**src/tcir_pkg.sv**
```systemverilog
package tcir_pkg;

  ////////////////////////////////////////////////////////////////////////////
  // Input routing register
  localparam logic [15:0] TCIR_ROUTE_ADDR      = 16'hFF4F;
  localparam logic [7:0]  TCIR_ROUTE_RESET     = 8'h00;
  localparam logic [7:0]  TCIR_ROUTE_MASK      = 8'h3F;
  localparam int          TCIR_BIT_IRQ_SRC     = 0;
  localparam int          TCIR_BIT_TRIG_SRC    = 1;
  localparam int          TCIR_BIT_GATE_CTRL   = 2;
  localparam int          TCIR_BIT_RX_EN       = 3;
  localparam int          TCIR_BIT_ROUTE_LO    = 4;
  localparam int          TCIR_BIT_ROUTE_HI    = 5;
  localparam logic [1:0]  TCIR_ROUTE_DEDICATED = 2'h0;
  localparam logic [1:0]  TCIR_ROUTE_SHARED    = 2'h2;

  ////////////////////////////////////////////////////////////////////////////
  // Valid edge codes and prescaler
  localparam logic [1:0]  TCIR_EDGE_FALL       = 2'h0;
  localparam logic [1:0]  TCIR_EDGE_RISE       = 2'h1;
  localparam logic [1:0]  TCIR_EDGE_NONE       = 2'h2;
  localparam logic [1:0]  TCIR_EDGE_BOTH       = 2'h3;
  localparam logic [3:0]  TCIR_DIV_BASE        = 4'h2;
  localparam logic        TCIR_RX_BLOCKED_LVL  = 1'b1;
  localparam logic [15:0] TCIR_CNT_RESET       = 16'h0000;

  ////////////////////////////////////////////////////////////////////////////
  // Carriers
  typedef struct packed {
    logic [15:0] addr;
    logic        wr;
    logic        rd;
    logic        bit_wr;
    logic [2:0]  bit_idx;
    logic [7:0]  wdata;
  } tcir_bus_t;

  typedef struct packed {
    logic        run;
    logic        clear_start;
    logic        count_on_trig;
    logic        cr0_capture;
    logic        reverse_phase;
    logic        out_en;
    logic [1:0]  presc_sel;
    logic [1:0]  pri_edge;
    logic [1:0]  sec_edge;
    logic [15:0] compare;
  } tcir_cfg_t;

  typedef struct packed {
    logic serial_receive_pin;
    logic shared_rx_pin;
    logic primary_trigger_pin;
    logic secondary_trigger_in;
    logic external_irq_pin;
    logic second_timer_count_in;
    logic gate_timer_out;
  } tcir_pins_t;

  localparam int TCIR_NPINS = 7;

endpackage : tcir_pkg

```
**src/tcir_edge_filter.sv**
```systemverilog
`timescale 1ns/1ns
module tcir_edge_filter
  import tcir_pkg::*;
(
  input  wire logic clk_sys_in,
  input  wire logic sys_rst_in,
  input  wire logic run_in,
  input  wire logic first_run_in,
  input  wire logic sample_en_in,
  input  wire logic level_in,
  output logic      rise_out,
  output logic      fall_out
);

  logic stable_r;
  logic prev_r;
  logic run_d_r;
  wire  start_w   = run_in & ~run_d_r;
  wire  confirm_w = run_in & sample_en_in & (level_in == prev_r)
                    & (level_in != stable_r);

  always_ff @(posedge clk_sys_in)
  begin
    if (sys_rst_in)
    begin
      stable_r <= 1'b0;
      prev_r   <= 1'b0;
      run_d_r  <= 1'b0;
      rise_out <= 1'b0;
      fall_out <= 1'b0;
    end
    else
    begin
      run_d_r  <= run_in;
      rise_out <= confirm_w & level_in;
      fall_out <= confirm_w & ~level_in;
      // First start sees a high pin as rising; later starts do not
      if (start_w)
      begin
        stable_r <= first_run_in ? 1'b0 : level_in;
        prev_r   <= first_run_in ? 1'b0 : level_in;
      end
      else if (run_in && sample_en_in)
      begin
        prev_r <= level_in;
        if (confirm_w)
          stable_r <= level_in;
      end
    end
  end

endmodule : tcir_edge_filter

```
**src/tcir_core.sv**
```systemverilog
`timescale 1ns/1ns
// Contract
// - In clear-and-start mode a primary valid edge copies the count into the secondary capture register and clears the count.
// - In compare mode a count equal to the compare value raises the primary interrupt and, with the output enabled, toggles the timer output.
// - A primary trigger used as count clock cannot also trigger a capture, so that combination is blocked.
// - Captures happen on the count clock's falling edge and their interrupts on the next rising edge.
// - A reverse-phase capture into the primary register raises no interrupt.
// - In reverse-phase mode a secondary edge captures nothing but raises the primary interrupt.
// - On the first start after reset a high trigger pin counts as a rising edge.
// - On a later restart a high trigger pin is not a rising edge.
// - The primary filter samples on the system clock as count source and on the count clock as capture trigger.
// - A valid edge needs the new level on two consecutive samples.
// - While stopped the trigger inputs give no edge, capture or count.
// - The serial route field takes only the dedicated or the shared pair code.
// - The receive-enable bit blocks or passes the dedicated receive pin.
// - Two bits route the receive line to the external interrupt and primary trigger.
// - A bit gates the second timer's count input with another timer's output.
// - The 8-bit routing register sits at its fixed address, resets to zero and reads its top bits as zero.
module tcir_core
  import tcir_pkg::*;
(
  input  wire logic        clk_sys_in,
  input  wire logic        sys_rst_in,
  input  wire tcir_bus_t   bus_in,
  input  wire tcir_cfg_t   cfg_in,
  input  wire tcir_pins_t  pins_in,
  output logic [7:0]       rdata_out,
  output logic [15:0]      timer_counter_value_out,
  output logic [15:0]      primary_capcomp_reg_out,
  output logic [15:0]      secondary_capture_reg_out,
  output logic             primary_match_irq_out,
  output logic             secondary_match_irq_out,
  output logic             timer_output_pin_out,
  output logic             routed_rx_out,
  output logic             routed_ext_irq_out,
  output logic             second_timer_count_out,
  output logic             tx_on_shared_out,
  output logic             cfg_conflict_out
);

  function automatic logic [3:0] div_limit(input logic [1:0] sel);
    div_limit = 4'((TCIR_DIV_BASE << sel) - 4'h1);
  endfunction : div_limit

  function automatic logic edge_ok(input logic [1:0] sel,
                                   input logic rise,
                                   input logic fall);
    edge_ok = ((sel == TCIR_EDGE_RISE || sel == TCIR_EDGE_BOTH) && rise)
            | ((sel == TCIR_EDGE_FALL || sel == TCIR_EDGE_BOTH) && fall);
  endfunction : edge_ok

  //////////////////////////////////////////////////////////////////////////
  // Pin synchronisers
  tcir_pins_t pins_s1_r;
  tcir_pins_t pins_s2_r;

  always_ff @(posedge clk_sys_in)
  begin
    if (sys_rst_in)
    begin
      pins_s1_r <= '0;
      pins_s2_r <= '0;
    end
    else
    begin
      pins_s1_r <= pins_in;
      pins_s2_r <= pins_s1_r;
    end
  end

  //////////////////////////////////////////////////////////////////////////
  // Routing register
  logic [7:0] route_r;
  wire        route_hit_w = (bus_in.addr == TCIR_ROUTE_ADDR);
  wire  [7:0] bit_mask_w  = 8'h01 << bus_in.bit_idx;
  wire  [7:0] bit_val_w   = bus_in.wdata[0] ? (route_r | bit_mask_w)
                                            : (route_r & ~bit_mask_w);
  wire  [7:0] wr_val_w    = bus_in.bit_wr ? bit_val_w : bus_in.wdata;
  wire  [1:0] wr_route_w  = wr_val_w[TCIR_BIT_ROUTE_HI:TCIR_BIT_ROUTE_LO];
  // Prohibited pin codes leave the old route so pins never float
  wire        route_ok_w  = (wr_route_w == TCIR_ROUTE_DEDICATED)
                          | (wr_route_w == TCIR_ROUTE_SHARED);
  wire        do_wr_w     = route_hit_w & (bus_in.wr | bus_in.bit_wr);
  wire  [7:0] route_nxt   = route_ok_w ? (wr_val_w & TCIR_ROUTE_MASK)
                          : ({wr_val_w[7:6], route_r[5:4], wr_val_w[3:0]}
                             & TCIR_ROUTE_MASK);

  always_ff @(posedge clk_sys_in)
  begin
    if (sys_rst_in)
      route_r <= TCIR_ROUTE_RESET;
    else if (do_wr_w)
      route_r <= route_nxt;
  end

  always_ff @(posedge clk_sys_in)
  begin
    if (!sys_rst_in && bus_in.rd && route_hit_w)
      rdata_out <= route_r & TCIR_ROUTE_MASK;
    else
      rdata_out <= 8'h00;
  end

  //////////////////////////////////////////////////////////////////////////
  // Signal routing
  wire shared_sel_w = route_r[TCIR_BIT_ROUTE_HI];
  wire ded_rx_w     = route_r[TCIR_BIT_RX_EN] ? pins_s2_r.serial_receive_pin
                                              : TCIR_RX_BLOCKED_LVL;
  wire rx_w         = shared_sel_w ? pins_s2_r.shared_rx_pin : ded_rx_w;
  wire pri_src_w    = route_r[TCIR_BIT_TRIG_SRC] ? rx_w
                                                 : pins_s2_r.primary_trigger_pin;
  wire ext_src_w    = route_r[TCIR_BIT_IRQ_SRC] ? rx_w
                                                : pins_s2_r.external_irq_pin;
  wire gated_cnt_w  = route_r[TCIR_BIT_GATE_CTRL]
                    ? (pins_s2_r.second_timer_count_in
                       & pins_s2_r.gate_timer_out)
                    : pins_s2_r.second_timer_count_in;

  always_ff @(posedge clk_sys_in)
  begin
    if (sys_rst_in)
    begin
      routed_rx_out          <= TCIR_RX_BLOCKED_LVL;
      routed_ext_irq_out     <= 1'b0;
      second_timer_count_out <= 1'b0;
      tx_on_shared_out       <= 1'b0;
    end
    else
    begin
      routed_rx_out          <= rx_w;
      routed_ext_irq_out     <= ext_src_w;
      second_timer_count_out <= gated_cnt_w;
      tx_on_shared_out       <= shared_sel_w;
    end
  end

  //////////////////////////////////////////////////////////////////////////
  // Prescaler: count clock as rise and fall enables
  logic [3:0] div_r;
  wire  [3:0] lim_w   = div_limit(cfg_in.presc_sel);
  wire        rise_en = cfg_in.run & (div_r == 4'h0);
  wire        fall_en = cfg_in.run
                        & (div_r == 4'(({1'b0, lim_w} + 5'h01) >> 1));

  always_ff @(posedge clk_sys_in)
  begin
    if (sys_rst_in || !cfg_in.run || div_r >= lim_w)
      div_r <= 4'h0;
    else
      div_r <= div_r + 4'h1;
  end

  //////////////////////////////////////////////////////////////////////////
  // Edge detection
  logic ever_run_r;
  logic pri_rise;
  logic pri_fall;
  logic sec_rise;
  logic sec_fall;
  // Count source needs full-rate sampling, capture trigger the slow clock
  wire  pri_sample_w = cfg_in.count_on_trig | rise_en;

  always_ff @(posedge clk_sys_in)
  begin
    if (sys_rst_in)
      ever_run_r <= 1'b0;
    else if (cfg_in.run)
      ever_run_r <= 1'b1;
  end

  tcir_edge_filter u_pri_filter (
    .clk_sys_in   (clk_sys_in),
    .sys_rst_in   (sys_rst_in),
    .run_in       (cfg_in.run),
    .first_run_in (~ever_run_r),
    .sample_en_in (pri_sample_w),
    .level_in     (pri_src_w),
    .rise_out     (pri_rise),
    .fall_out     (pri_fall)
  );

  tcir_edge_filter u_sec_filter (
    .clk_sys_in   (clk_sys_in),
    .sys_rst_in   (sys_rst_in),
    .run_in       (cfg_in.run),
    .first_run_in (~ever_run_r),
    .sample_en_in (rise_en),
    .level_in     (pins_s2_r.secondary_trigger_in),
    .rise_out     (sec_rise),
    .fall_out     (sec_fall)
  );

  wire pri_valid_w = edge_ok(cfg_in.pri_edge, pri_rise, pri_fall);
  // Opposite phase of the primary edge for reverse-phase capture
  wire pri_rev_w   = edge_ok(cfg_in.pri_edge, pri_fall, pri_rise);
  wire sec_valid_w = edge_ok(cfg_in.sec_edge, sec_rise, sec_fall);
  // Primary edge feeding the counter cannot also trigger captures
  wire pri_cap_ok  = ~cfg_in.count_on_trig;

  //////////////////////////////////////////////////////////////////////////
  // Pending capture events, applied on the falling count edge
  logic pend_clr_r;
  logic pend_rev_r;
  logic pend_sec_r;
  logic irq_pri_pend_r;
  logic irq_sec_pend_r;
  wire  rev_mode_w = cfg_in.cr0_capture & cfg_in.reverse_phase;

  always_ff @(posedge clk_sys_in)
  begin
    if (sys_rst_in || !cfg_in.run)
    begin
      pend_clr_r <= 1'b0;
      pend_rev_r <= 1'b0;
      pend_sec_r <= 1'b0;
    end
    else
    begin
      // An event in a falling-edge cycle waits for the next fall
      pend_clr_r <= (pend_clr_r & ~fall_en) | (pri_valid_w & pri_cap_ok);
      pend_rev_r <= (pend_rev_r & ~fall_en)
                  | (pri_rev_w & pri_cap_ok & rev_mode_w);
      pend_sec_r <= (pend_sec_r & ~fall_en) | sec_valid_w;
    end
  end

  //////////////////////////////////////////////////////////////////////////
  // Counter, captures, compare
  logic [15:0] cnt_nxt;
  logic        match_r;
  wire         tick_w = cfg_in.count_on_trig ? pri_valid_w : rise_en;
  wire         clr_w  = fall_en & pend_clr_r & cfg_in.clear_start;

  always_comb
  begin
    cnt_nxt = timer_counter_value_out;
    if (clr_w)
      cnt_nxt = TCIR_CNT_RESET;
    else if (tick_w)
      cnt_nxt = timer_counter_value_out + 16'h0001;
  end

  always_ff @(posedge clk_sys_in)
  begin
    if (sys_rst_in || !cfg_in.run)
      timer_counter_value_out <= TCIR_CNT_RESET;
    else
      timer_counter_value_out <= cnt_nxt;
  end

  always_ff @(posedge clk_sys_in)
  begin
    if (sys_rst_in)
    begin
      primary_capcomp_reg_out   <= TCIR_CNT_RESET;
      secondary_capture_reg_out <= TCIR_CNT_RESET;
    end
    else
    begin
      if (!cfg_in.cr0_capture)
        primary_capcomp_reg_out <= cfg_in.compare;
      else if (fall_en && pend_rev_r)
        primary_capcomp_reg_out <= timer_counter_value_out;
      else if (fall_en && pend_sec_r && !rev_mode_w)
        primary_capcomp_reg_out <= timer_counter_value_out;
      if (fall_en && pend_clr_r)
        secondary_capture_reg_out <= timer_counter_value_out;
    end
  end

  // Capture interrupts wait for the next rising count edge
  always_ff @(posedge clk_sys_in)
  begin
    if (sys_rst_in || !cfg_in.run)
    begin
      irq_pri_pend_r <= 1'b0;
      irq_sec_pend_r <= 1'b0;
    end
    else if (fall_en)
    begin
      irq_pri_pend_r <= cfg_in.cr0_capture & pend_sec_r;
      irq_sec_pend_r <= pend_clr_r;
    end
    else if (rise_en)
    begin
      irq_pri_pend_r <= 1'b0;
      irq_sec_pend_r <= 1'b0;
    end
  end

  always_ff @(posedge clk_sys_in)
  begin
    if (sys_rst_in || !cfg_in.run)
      match_r <= 1'b0;
    else
      match_r <= ~cfg_in.cr0_capture & (tick_w | clr_w)
               & (cnt_nxt == cfg_in.compare);
  end

  always_ff @(posedge clk_sys_in)
  begin
    if (sys_rst_in)
    begin
      primary_match_irq_out   <= 1'b0;
      secondary_match_irq_out <= 1'b0;
      timer_output_pin_out    <= 1'b0;
      cfg_conflict_out        <= 1'b0;
    end
    else
    begin
      primary_match_irq_out   <= match_r
                               | (rise_en & irq_pri_pend_r);
      secondary_match_irq_out <= rise_en & irq_sec_pend_r;
      if (match_r && cfg_in.out_en)
        timer_output_pin_out <= ~timer_output_pin_out;
      cfg_conflict_out        <= cfg_in.count_on_trig
                               & (cfg_in.clear_start
                                  | rev_mode_w);
    end
  end

  //////////////////////////////////////////////////////////////////////////
  // Checks
  a_isc_upper_zero: assert property (@(posedge clk_sys_in)
    disable iff (sys_rst_in) rdata_out[7:6] == 2'b00)
    else $error("routing register top bits not zero");
  a_route_code_legal: assert property (@(posedge clk_sys_in)
    disable iff (sys_rst_in) route_r[5:4] != 2'b01 && route_r[5:4] != 2'b11)
    else $error("prohibited serial route code held");
  a_rx_blocked: assert property (@(posedge clk_sys_in)
    disable iff (sys_rst_in)
    (!route_r[TCIR_BIT_RX_EN] && !route_r[TCIR_BIT_ROUTE_HI])
      ##1 (!route_r[TCIR_BIT_RX_EN] && !route_r[TCIR_BIT_ROUTE_HI])
      |-> routed_rx_out == TCIR_RX_BLOCKED_LVL)
    else $error("blocked receive pin reached the routed line");
  a_gate_ctrl: assert property (@(posedge clk_sys_in)
    disable iff (sys_rst_in)
    (route_r[TCIR_BIT_GATE_CTRL] && !pins_s2_r.gate_timer_out)
      |=> !second_timer_count_out)
    else $error("gated count input passed while gate low");
  a_clear_on_edge: assert property (@(posedge clk_sys_in)
    disable iff (sys_rst_in) clr_w
      |=> timer_counter_value_out == TCIR_CNT_RESET
          && secondary_capture_reg_out == $past(timer_counter_value_out))
    else $error("clear-and-start did not capture and clear");
  a_match_toggle: assert property (@(posedge clk_sys_in)
    disable iff (sys_rst_in) (match_r && cfg_in.out_en)
      |=> primary_match_irq_out
          && timer_output_pin_out != $past(timer_output_pin_out))
    else $error("compare match missed interrupt or toggle");
  a_irq_on_rise: assert property (@(posedge clk_sys_in)
    disable iff (sys_rst_in)
    secondary_match_irq_out |-> $past(rise_en) && $past(irq_sec_pend_r))
    else $error("capture interrupt off the rising count edge");
  a_stopped_quiet: assert property (@(posedge clk_sys_in)
    disable iff (sys_rst_in) !cfg_in.run [*2]
      |-> !pri_rise && !sec_rise && !pri_fall && !sec_fall
          && timer_counter_value_out == TCIR_CNT_RESET)
    else $error("edge or count while timer stopped");
  a_rev_no_irq: assert property (@(posedge clk_sys_in)
    disable iff (sys_rst_in || !cfg_in.run)
    (fall_en && rev_mode_w && pend_rev_r && !pend_sec_r) |=> !irq_pri_pend_r)
    else $error("reverse-phase capture raised an interrupt");

  c_clear_start: cover property (@(posedge clk_sys_in)
    disable iff (sys_rst_in) clr_w);
  c_match: cover property (@(posedge clk_sys_in)
    disable iff (sys_rst_in) match_r);
  c_rev_irq: cover property (@(posedge clk_sys_in)
    disable iff (sys_rst_in) rev_mode_w && primary_match_irq_out);
  c_shared_route: cover property (@(posedge clk_sys_in)
    disable iff (sys_rst_in) tx_on_shared_out && route_r[TCIR_BIT_TRIG_SRC]);

endmodule : tcir_core

```
**config.mk**
```make
export PLATFORM = sky130hd
export DESIGN_NAME = tcir_core
export DESIGN_NICKNAME = d
export VERILOG_FILES = /design/src/tcir_pkg.sv /design/src/tcir_edge_filter.sv /design/src/tcir_core.sv
export SDC_FILE = /design/constraint.sdc
export NUM_CORES = 1
export LEC_CHECK = 0
export BUFFER_PORTS_ARGS = -buffer_cell sky130_fd_sc_hd__buf_2
export CORE_MARGIN = 3
export CORE_UTILIZATION = 35
export DETAILED_ROUTE_END_ITERATION = 10
export PLACE_DENSITY = 0.61
export SLEW_MARGIN = 20
export SYNTH_ARGS = -nofsm -noshare
export SYNTH_HDL_FRONTEND = slang
export SYNTH_SLANG_ARGS = --single-unit
```
**constraint.sdc**
```tcl
create_clock -name clk_sys_in -period 2.5 [get_ports clk_sys_in]
set_input_delay 0.25 -clock clk_sys_in [delete_from_list [all_inputs] [get_ports clk_sys_in]]
set_output_delay 0.25 -clock clk_sys_in [all_outputs]
set_load 0.02 [all_outputs]
```
==> summary.md, run 1 <==
| Metric | Value |
|---|---|
| Final min period | `about 2500 ps` |
| CP Data Required Time | `2740 ps` |
| Fin cells | `between 800 and 900` |
| Die H | `122 um` |
| Pleak | `2.74 nW` |
| IO buf count | `126` |
| Syn Inst Count | `521` |
| Setup total negative slack | `0 ps` |
| Synth area leader | `dfxtp_1` |
| Initial antenna violation count | `0` |
| Die Span X | `122 um` |
| Yosys reg bits | `102` |
| H-tree levels | `3` |
| Clock power share | `41.5%` |
| Detail Route met2 WL | `a little under 6 mm` |
| Inst Count DP | `between 800 and 900` |
| GPL Wtd Cong | `0.933` |
| Critical path cell sequence | `inv_1 -> ha_2 -> and4bb_4 -> o22ai_4 -> or4_4 -> buf_4 -> nor4_1 -> nor3_2 -> a31oi_1 -> a2111oi_2` |
| Data arrival, critical path | `2740 ps` |
| M1 wire length | `6.19 mm` |
| DR top layer | `met4` |
| Worst Tran Pin Value | `715 ps` |
| Primary FF master, synth | `dfxtp_1` |
| Max-cap violations | `0` |
| DRC viols | `0` |
| Cells on worst reg2reg path | `10` |
| Die area | `0.0148 sq mm` |
| Hold_buf cts | `0` |
| Net switching fraction of the power | `26.8%` |
| Comb power frac | `9.9%` |
| Post-layout net count | `~750` |
| Area growth, synth to finish | `32.2%` |
| Tot Pwr | `3.44 mW` |
| Switching power total | `0.923 mW` |
| Slew HR | `52.3%` |
| Initial Utilization | `36.5%` |
| Finished Cell Area | `0.00618 sq mm` |
| Vias in the first global route | `between 4000 and 5000` |
| FP Rows | `41` |
| DP Area | `0.00575 sq mm` |
| Area fraction of the dominant cell type after synthesis | `43.7%` |
| Grt ovf | `0` |
| CTS Buf Count | `9` |
| Later-pin clock latency in the skew report | `360 ps` |
| Antenna Nets Post-Route | `0` |
| Fin util | `just under 50%` |
| Hpwl dp | `9.97 mm` |
| Synth area leaders | `dfxtp_1 44%, mux2i_1 7.7%, nor2_1 6.8%, nor2b_1 3.1%, a211oi_1 3.1%` |
| CP peak stage delay | `between 500 and 600 ps` |
| Share of cells above drive strength 1 | `32.4%` |
| Clock tree sinks | `a little over 100` |
| Total wire length | `around 13 mm` |
| TritonRoute pass-1 iters | `5` |
| CTS tree | `done` |
| Clk slew on worst S/H paths | `80 ps` |
| Avg Cell Area, Syn | `8.97 sq um` |
| Final Hold Fails | `0` |
| Via count | `4307` |
| Seq/Total Area, Yosys | `between 40 and 50%` |
| RR Startpoint | `div_r[0]$_SDFF_PP0_` |
| Mapped Area | `0.00468 sq mm` |
| Fill cell count | `about 1300` |
| Fmax | `roughly 400 MHz` |
| Crit path kind | `flip-flop to flip-flop` |
| R2R Setup Slk | `1 ps` |
| Startpoint class of the critical path | `flip-flop` |
| CP max FO | `4` |
| Fin crit share | `between 90% and 100%` |
| Ports | `131` |
| Metal3 WL | `935 um` |
| CP Launch Point | `div_r[0]$_SDFF_PP0_` |
| Drt via density | `around 5` |
| Sequential cell area | `0.00205 sq mm` |
| Hold WC Path Type | `primary input to flip-flop` |
| Async set or reset register ratio after synthesis | `0%` |
| CP Capture Type | `flip-flop` |
| Hold EP | `pins_s1_r[0]$_SDFF_PP0_` |
| Number of diodes | `0` |
| Flop pwr share | `~50%` |
| RSZ-0062 raised after global routing | `yes` |
| Fin Hold WS | `98.2 ps` |
| DR iter-0 viols | `roughly 290` |
| Area of the multi-input gates | `0.00258 sq mm` |
| Pin count of the biggest net entering global routing | `70` |
| Clock buffer depth | `2` |
| P per Cell Area | `557 mW/mm^2` |
| Worst path slowest cell | `or4_4` |
| GR Util All Layers | `18.1%` |
| Clock root cell | `clkbuf_16` |
| EDFF count, synth | `0` |
| First-pass GRT wire length | `21.0 mm` |
| Final setup fails | `0` |
| Core outline area | `0.0128 sq mm` |
| Drt wl/cell | `15.5 um` |
| Ys Warns | `0` |
| DP Worst Slack | `-173 ps` |
| Slew Viols, Final | `0` |
| Setup Skew | `10.9 ps` |
| Worst vdd ir | `0.354 mV` |
| Synth unique cells | `62` |
| Status | `complete, no violations` |
| Hold Crit Start | `pins_in[0]` |
| Reg-to-reg endpoint | `match_r$_SDFF_PP0_` |
| Final Worst Setup Slack | `roughly 1.3 ps` |
| Cell Int Power | `2.52 mW` |
| Hold Crit Depth | `2` |
[timing repair]
action,4_1_cts,5_1_grt
setup endpoints to repair,1,1
endpoints found under the hold margin,0,0
resized for setup,14,7
pin swaps,6,4
cloned,0,0
buffers inserted,0,1
[kinds of logic after synthesis]
logic type	synth area share, %
adders and majority gates	2.68
AOI/OAI and AO/OA	13.2
buffers and inverters	3.77
and+or+nand+nor	24.6
other	0.0802
xor gates and xnor gates	3.75
muxes	8.19
DFF	43.7
[registers in the layout (all words and copies together), names as in the netlist, 4 cells and up, named ones only]
signal	count
div_r	4
secondary_capture_reg_out	16
timer_counter_value_out	16
pins_s1_r	7
rdata_out	6
pins_s2_r	7
primary_capcomp_reg_out	16
[power by group through the flow]
stage / logic, mW / registers (mW) / clock network [mW]
2_1_floorplan: 0.154 / 1.74 / 0
3_3_place_gp: 0.329 / 1.71 / 0
3_5_place_dp: 0.334 / 1.71 / 0
4_1_cts: 0.340 / 1.67 / 1.47
5_1_grt: 0.375 / 1.68 / 1.54
6_report: 0.340 / 1.67 / 1.43
[how the worst max path moves through the flow]
stage | endpoint | slack, ps | cells after the start
final | match_r$_SDFF_PP0_ | 1 | 10
after global routing | match_r$_SDFF_PP0_ | -160 | 11
after CTS | match_r$_SDFF_PP0_ | -4 | 11
after detailed placement | match_r$_SDFF_PP0_ | -170 | 11
after global placement | match_r$_SDFF_PP0_ | -130 | 11
after floorplan | match_r$_SDFF_PP0_ | 1 | 9
[synthesized netlist by cell type, drive strengths merged, types with 7 or more instances]
master	instances
a21oi	24
ha	10
nor3	12
dfxtp	102
xnor2	10
nand2	21
buf	12
nor2	85
clkbuf	15
nor3b	7
inv	15
o21ai	13
nor4	9
a211oi	19
mux2i	36
nor2b	23
and2	7
nand3	15
xor2	10
nand4	9
nand2b	7
[layout make-up]
type / count / area share [%]
clock buffer: 9 / 3.64
sequential: 102 / 33.1
inverter: 15 / 0.911
timing repair buffer: 168 / 15.8
multi-input combinational: 378 / 41.7
clock inverter: 7 / 1.36
tap: 172 / 3.48
[per-layer routing]
| layer | GRT usage, % | up-vias |
|---|---|---|
| li1 | - | 2144 |
| met4 | 6.30 | 0 |
| met3 | 3.95 | 15 |
| met5 | 0 | - |
| met1 | 25.3 | 1990 |
| met2 | 27.6 | 158 |
[cell usage in the layout, fill, tap and decap left out, drive strengths merged, types with 10 or more instances in the layout]
cell	netlist	routed
nand2	21	21
dfxtp	102	102
nor2b	23	23
nand3	15	15
ha	10	10
a211oi	19	19
mux2i	36	36
xnor2	10	10
xor2	10	10
inv	15	19
a21oi	24	24
buf	12	168
nor3	12	12
o21ai	13	13
nor2	85	85
[critical path, delay by kind of cell, from the launching register on]
family	cells	cell delay (ps)
AND/OR/NAND/NOR	4	1190
adder cells (fa/ha/maj)	1	170
buffers and inverters	2	220
AO/OA/AOI/OAI	3	470
flip-flops	1	320
Note: power is estimated with default switching activity, not from simulation.
==> run 2, diff against run 1 <==
--- a/config.mk
+++ b/config.mk
@@ -6,10 +6,12 @@
 export NUM_CORES = 1
 export LEC_CHECK = 0
 export BUFFER_PORTS_ARGS = -buffer_cell sky130_fd_sc_hd__buf_2
+export CELL_PAD_IN_SITES_DETAIL_PLACEMENT = 1
+export CELL_PAD_IN_SITES_GLOBAL_PLACEMENT = 1
 export CORE_MARGIN = 3
 export CORE_UTILIZATION = 35
 export DETAILED_ROUTE_END_ITERATION = 10
-export PLACE_DENSITY = 0.61
+export PLACE_DENSITY = 0.78
 export SLEW_MARGIN = 20
 export SYNTH_ARGS = -nofsm -noshare
 export SYNTH_HDL_FRONTEND = slang
==> run 2 against run 1 <==
  * The run now ends with negative setup slack left
  * Count of clock-buffer cells in the layout did not move
  * Global-route usage up 1.9 points
  * Die area is the same
  * Core utilization increased by 0.82 points
  * Critical endpoint unchanged
==> summary.md, run 2 (synthesis gave the netlist of run 1 again) <==
| Metric | Value |
|---|---|
| P per Cell Area | `551 mW/mm^2 (-1.0%)` |
| Data arrival, critical path | `2810 ps (+70 ps)` |
| CTS Buf Count | `9 (unchanged)` |
| Violated checks | `negative setup slack` |
| Hold_buf cts | `0 (unchanged)` |
| CTS tree | `done` |
| Grt ovf | `0 (unchanged)` |
| Fin Hold WS | `99.0 ps (+0.815 ps)` |
| Pleak | `2.79 nW (+1.9%)` |
| Initial antenna violation count | `0 (unchanged)` |
| Area growth, synth to finish | `34.4%` |
| Max-cap violations | `0 (unchanged)` |
| DR iter-0 viols | `249 (-13%)` |
| Vias in the first global route | `4586 (+12%)` |
| FP Rows | `41 (unchanged)` |
| Fin util | `49.0% (+0.82 points)` |
| GR Util All Layers | `19.9% (+1.9 points)` |
| DP Worst Slack | `-127 ps (+45.4 ps)` |
| Worst Tran Pin Value | `722 ps (+6.95 ps)` |
| Clock root cell | `clkbuf_16` |
| Worst vdd ir | `0.390 mV (+10%)` |
| Final Hold Fails | `0 (unchanged)` |
| R2R Setup Slk | `-60 ps (-60 ps)` |
| Hold WC Path Type | `primary input to flip-flop` |
| Hpwl dp | `11.3 mm (+13%)` |
| First-pass GRT wire length | `23.2 mm (+10%)` |
| Most frequent cells in the layout | `126 x buf_2, 97 x dfxtp_1, 84 x nor2_1` |
| Die Span X | `122 um (unchanged)` |
| Crit path kind | `flip-flop to flip-flop` |
| Via count | `4471 (+3.8%)` |
| Core outline area | `0.0128 sq mm (unchanged)` |
| DP Area | `0.00578 sq mm (+0.44%)` |
| CP max FO | `8 (+4)` |
| Initial Utilization | `36.5% (unchanged)` |
| Final min period | `2560 ps (+58.6 ps)` |
| Clock buffer depth | `2 (unchanged)` |
| Clk slew on worst S/H paths | `80 ps (about the same)` |
| Fin crit share | `102% (+2.3 points)` |
| Slew Viols, Final | `0 (unchanged)` |
| DRC viols | `0 (unchanged)` |
| Top flop regs | `primary_capcomp_reg_out x16, secondary_capture_reg_out x16, timer_counter_value_out x16` |
| Clock tree sinks | `102 (unchanged)` |
| Fin cells | `860 (+1.1%)` |
| Post-layout net count | `760 (+1.2%)` |
| Later-pin clock latency in the skew report | `360 ps (about the same)` |
| Final Worst Setup Slack | `-57.3 ps (-58.6 ps)` |
| GPL Wtd Cong | `0.999 (+7.1%)` |
| Inst Count DP | `839 (+0.60%)` |
| Slew HR | `51.3% (-0.97 points)` |
| Number of diodes | `0 (unchanged)` |
| Fill cell count | `1548 (+23%)` |
| H-tree levels | `3 (unchanged)` |
| Commonest non-fill, non-tap cell in the layout | `buf_2` |
| TritonRoute pass-1 iters | `4 (-1)` |
| CP Data Required Time | `2750 ps (about the same)` |
| Die H | `122 um (unchanged)` |
| Die area | `0.0148 sq mm (unchanged)` |
| Setup Skew | `8.81 ps (-2.05 ps)` |
| Total wire length | `15.1 mm (+15%)` |
| Status | `finished, violations left` |
| Tot Pwr | `3.46 mW (+0.64%)` |
| Startpoint class of the critical path | `flip-flop` |
| Pin count of the biggest net entering global routing | `70 (unchanged)` |
| Finished Cell Area | `0.00629 sq mm (+1.7%)` |
| CP Capture Type | `flip-flop` |
| Ports | `131 (unchanged)` |
| Share of cells above drive strength 1 | `34.3% (+1.9 points)` |
| IO buf count | `126 (unchanged)` |
| RSZ-0062 raised after global routing | `yes` |
| Setup total negative slack | `-57.3 ps (-57.3 ps)` |
| Final setup fails | `1 (+1)` |
| Drt wl/cell | `17.6 um (+14%)` |
| Drt via density | `5.20 (+2.7%)` |
| Fmax | `391 MHz (-2.3%)` |
| Antenna Nets Post-Route | `0 (unchanged)` |
-- run 2: cell count changes in the layout (fill, tap and decap cells not counted), sizes merged --
cell	delta
inv	+1
clkinv	-1
buf	+9
-- run 2: worst max-delay path: stages, from the launching register on --
cell,delay [ps]
dfxtp_2,330
inv_2,60
ha_4,130
and4bb_4,250
o22ai_4,100
buf_4,190
or4_4,550
a21oi_2,160
a21oi_1,80
a211oi_2,210
nand4_1,150
a2111oi_2,240
-- run 2: per-layer routing --
| layer | up-vias | wire length, um | part of all wire, % | global-route usage, % |
|---|---|---|---|---|
| met1 | 2141 | 6360 | 42 | 25.2 |
| li1 | 2165 | - | - | - |
| met4 | 0 | 349 | 2.3 | 8.54 |
| met2 | 139 | 7380 | 49 | 33.4 |
| met3 | 26 | 1060 | 7.0 | 3.57 |
| met5 | - | 0 | 0 | 0 |
-- run 2: power breakdown --
| group | leakage, nW | internal, mW | switching [mW] |
|---|---|---|---|
| Clock | 0.152 | 0.721 | 0.710 |
| Sequential | 0.832 | 1.66 | 0.0173 |
| Combinational | 1.80 | 0.143 | 0.212 |
| Total | 2.79 | 2.52 | 0.940 |
-- run 2: timing repair --
action | 4_1_cts | 5_1_grt
setup buffers | 2 | 3
pin swaps | 12 | 16
resized for setup | 19 | 12
endpoints found under the setup margin | 1 | 1
-- run 2: layout make-up --
class,count,area [sq um],share of cell area (%)
multi-input combinational,378,2620,41.7
sequential,102,2050,32.6
timing repair buffer,177,1030,16.4
clock buffer,9,225,3.58
tap,172,215,3.42
clock inverter,7,83.8,1.33
inverter,15,56.3,0.896
-- run 2: path summary, 6_finish.rpt --
path	start	endpoint	cells after the start
max	div_r[1]$_SDFF_PP0_	match_r$_SDFF_PP0_	11
min	pins_in[2]	pins_s1_r[2]$_SDFF_PP0_	2
max reg2reg	div_r[1]$_SDFF_PP0_	match_r$_SDFF_PP0_	11
min reg2reg	pins_s1_r[1]$_SDFF_PP0_	pins_s2_r[1]$_SDFF_PP0_	1
==> run 3, diff against run 2 <==
==> constraint.sdc (replaced) <==
create_clock -name clk_sys_in -period 2.5 [get_ports clk_sys_in]
set_input_delay 0.25 -clock clk_sys_in [delete_from_list [all_inputs] [get_ports clk_sys_in]]
set_output_delay 0.25 -clock clk_sys_in [all_outputs]
set_load 0.1 [all_outputs]
==> run 3 against run 2 <==
  * The flow still finishes with violations (negative setup slack)
  * Combinational power grew 30%
  * Worst hold slack lost 8.3 ps
  * Cell area shrank 2.4%
  * Clock skew shrank 1.5 ps
  * Fmax shrank 1.3%
  * Sequential power is essentially flat
  * Largest power group unchanged
==> summary.md, run 3 (synthesis gave the netlist of run 1 again) <==
| Metric | Value |
|---|---|
| Metal3 WL | `800 um (-25%)` |
| M1 wire length | `6.70 mm (+5.4%)` |
| Violated checks | `negative setup slack` |
| Final min period | `2590 ps (+34.1 ps)` |
| Crit path to | `match_r$_SDFF_PP0_` |
| DR top layer | `met5` |
| Finished Cell Area | `0.00613 sq mm (-2.4%)` |
| Setup total negative slack | `-91.4 ps (-34.1 ps)` |
| GPL Wtd Cong | `0.931 (-6.7%)` |
| Clock root cell | `clkbuf_16` |
| Startpoint class of the critical path | `flip-flop` |
| Reg-to-reg endpoint | `match_r$_SDFF_PP0_` |
| Data arrival, critical path | `2850 ps (+40 ps)` |
| Slew Viols, Final | `0 (unchanged)` |
| GR Util All Layers | `20.0% (+0.11 points)` |
| CP peak stage delay | `390 ps (-160 ps)` |
| Max-cap violations | `0 (unchanged)` |
| Later-pin clock latency in the skew report | `360 ps (about the same)` |
| Number of diodes | `0 (unchanged)` |
| Final setup fails | `1 (unchanged)` |
| Vias in the first global route | `4547 (-0.85%)` |
| Clock buffer depth | `2 (unchanged)` |
| Post-CTS Setup Inserts | `0 (-2)` |
| WP depth | `11 (unchanged)` |
| CTS Buf Count | `9 (unchanged)` |
| Fin Hold WS | `90.7 ps (-8.30 ps)` |
| Post-layout net count | `752 (-1.1%)` |
| First-pass GRT wire length | `23.3 mm (+0.30%)` |
| Fin crit share | `104% (+1.4 points)` |
| Antenna Nets Post-Route | `0 (unchanged)` |
| CP max FO | `6 (-2)` |
| Slew HR | `44.5% (-6.9 points)` |
| P per Cell Area | `582 mW/mm^2 (+5.7%)` |
| Drt via density | `5.13 (-1.3%)` |
| Crit path buffers/inverters | `2 (unchanged)` |
| Hpwl dp | `11.2 mm (-1.4%)` |
| DP Area | `0.00578 sq mm (+0.15%)` |
| Share of cells above drive strength 1 | `32.4% (-1.9 points)` |
| Top flop regs | `primary_capcomp_reg_out x16, secondary_capture_reg_out x16, timer_counter_value_out x16` |
| Worst path slowest cell | `or3_4` |
| Final Hold Fails | `0 (unchanged)` |
| Detail Route met2 WL | `6.80 mm (-7.9%)` |
| CP Capture Type | `flip-flop` |
| Inst Count DP | `836 (-0.36%)` |
| Top delay family on crit path | `simple AND/OR/NAND/NOR gates` |
| Die area | `0.0148 sq mm (unchanged)` |
| Clock tree sinks | `102 (unchanged)` |
| Pleak | `2.71 nW (-2.7%)` |
| Most frequent cells in the layout | `126 x buf_2, 90 x dfxtp_1, 85 x nor2_1` |
| Clk slew on worst S/H paths | `80 ps (about the same)` |
| Hold WC Path Type | `primary input to flip-flop` |
| Critical path cell sequence | `inv_1 -> ha_1 -> and4bb_4 -> o22ai_4 -> buf_6 -> or3_4 -> xor2_1 -> a22o_1 -> nor4_2 -> nand4_1 -> a2111oi_2` |
| Initial antenna violation count | `1 (+1)` |
| Tot Pwr | `3.57 mW (+3.1%)` |
| DRC viols | `0 (unchanged)` |
| H-tree levels | `3 (unchanged)` |
| Worst Tran Pin Value | `824 ps (+102 ps)` |
| FP Rows | `41 (unchanged)` |
| CTS tree | `done` |
| Core outline area | `0.0128 sq mm (unchanged)` |
| Fmax | `386 MHz (-1.3%)` |
| Via count | `4374 (-2.2%)` |
| Area growth, synth to finish | `31.2%` |
| RSZ-0062 raised after global routing | `yes` |
| Grt ovf | `0 (unchanged)` |
| Die H | `122 um (unchanged)` |
| Setup Skew | `7.28 ps (-1.53 ps)` |
| IO buf count | `126 (unchanged)` |
| Pin count of the biggest net entering global routing | `70 (unchanged)` |
| Fin util | `47.8% (-1.2 points)` |
| Die Span X | `122 um (unchanged)` |
| RR Startpoint | `div_r[0]$_SDFF_PP0_` |
| Status | `finished, violations left` |
| DP Worst Slack | `-171 ps (-43.6 ps)` |
| Final Worst Setup Slack | `-91.4 ps (-34.1 ps)` |
| Commonest non-fill, non-tap cell in the layout | `buf_2` |
| DR iter-0 viols | `261 (+4.8%)` |
| TritonRoute pass-1 iters | `4 (unchanged)` |
| Drt wl/cell | `17.2 um (-2.3%)` |
| Initial Utilization | `36.5% (unchanged)` |
| Total wire length | `14.7 mm (-3.2%)` |
| Fin cells | `852 (-0.93%)` |
| CP Launch Point | `div_r[0]$_SDFF_PP0_` |
| Cells on worst reg2reg path | `11 (unchanged)` |
| CP Data Required Time | `2760 ps (about the same)` |
| Ports | `131 (unchanged)` |
| R2R Setup Slk | `-90 ps (-30 ps)` |
| Worst vdd ir | `0.441 mV (+13%)` |
| Crit path kind | `flip-flop to flip-flop` |
run 3: cell types whose count changed in the layout (fill, tap and decap cells not counted), moves of 2 or more:
cell / change
inv_1: +2
xnor2_2: -2
clkinv_8: -2
xnor2_1: +3
inv_2: -2
buf_4: -7
dfxtp_1: -7
dfxtp_4: +6
run 3: what timing repair did:
action,CTS,global route
setup endpoints to repair,1,1
gates resized for setup,5,2
hold buffers,0,0
pin swaps,1,2
run 3: power breakdown:
group          switching (mW)  internal, mW
combinational           0.328         0.135
sequential             0.0171          1.65
clock                   0.717         0.723
total                    1.06          2.51
run 3: worst min-delay path by stage:
stage | startpoint | end | slack, ps | cells past startpoint
6_report | pins_in[6] | pins_s1_r[6]$_SDFF_PP0_ | 90 | 2
3_5_place_dp | pins_s1_r[1]$_SDFF_PP0_ | pins_s2_r[1]$_SDFF_PP0_ | 430 | 1
5_1_grt | pins_in[6] | pins_s1_r[6]$_SDFF_PP0_ | 90 | 2
2_1_floorplan | cfg_in[27] | ever_run_r$_SDFFE_PP0P_ | 370 | 2
3_3_place_gp | pins_s1_r[0]$_SDFF_PP0_ | pins_s2_r[0]$_SDFF_PP0_ | 420 | 1
4_1_cts | pins_in[0] | pins_s1_r[0]$_SDFF_PP0_ | 80 | 2
run 3: worst reg2reg max path: stages (launching register included):
cell and delay (ps):
dfxtp_1 310, inv_1 50, ha_1 160, and4bb_4 270
o22ai_4 100, buf_6 150, or3_4 390, xor2_1 170
a22o_1 210, nor4_2 300, nand4_1 150, a2111oi_2 230
run 3: per-layer routing:
layer | up-vias | GRT usage [%]
li1 | 2145 | -
met1 | 2081 | 25.6
met2 | 120 | 32.6
met3 | 26 | 5.20
met4 | 2 | 7.49
met5 | - | 0
run 3: cell type report:
cell class | count | area, sq um
clock buffers | 9 | 225
clock inverters | 7 | 78.8
fillers | 1543 | 6690
inverters | 15 | 56.3
multi-input cells | 378 | 2520
flip-flops and latches | 102 | 2070
well taps | 172 | 215
repair buffers | 169 | 970
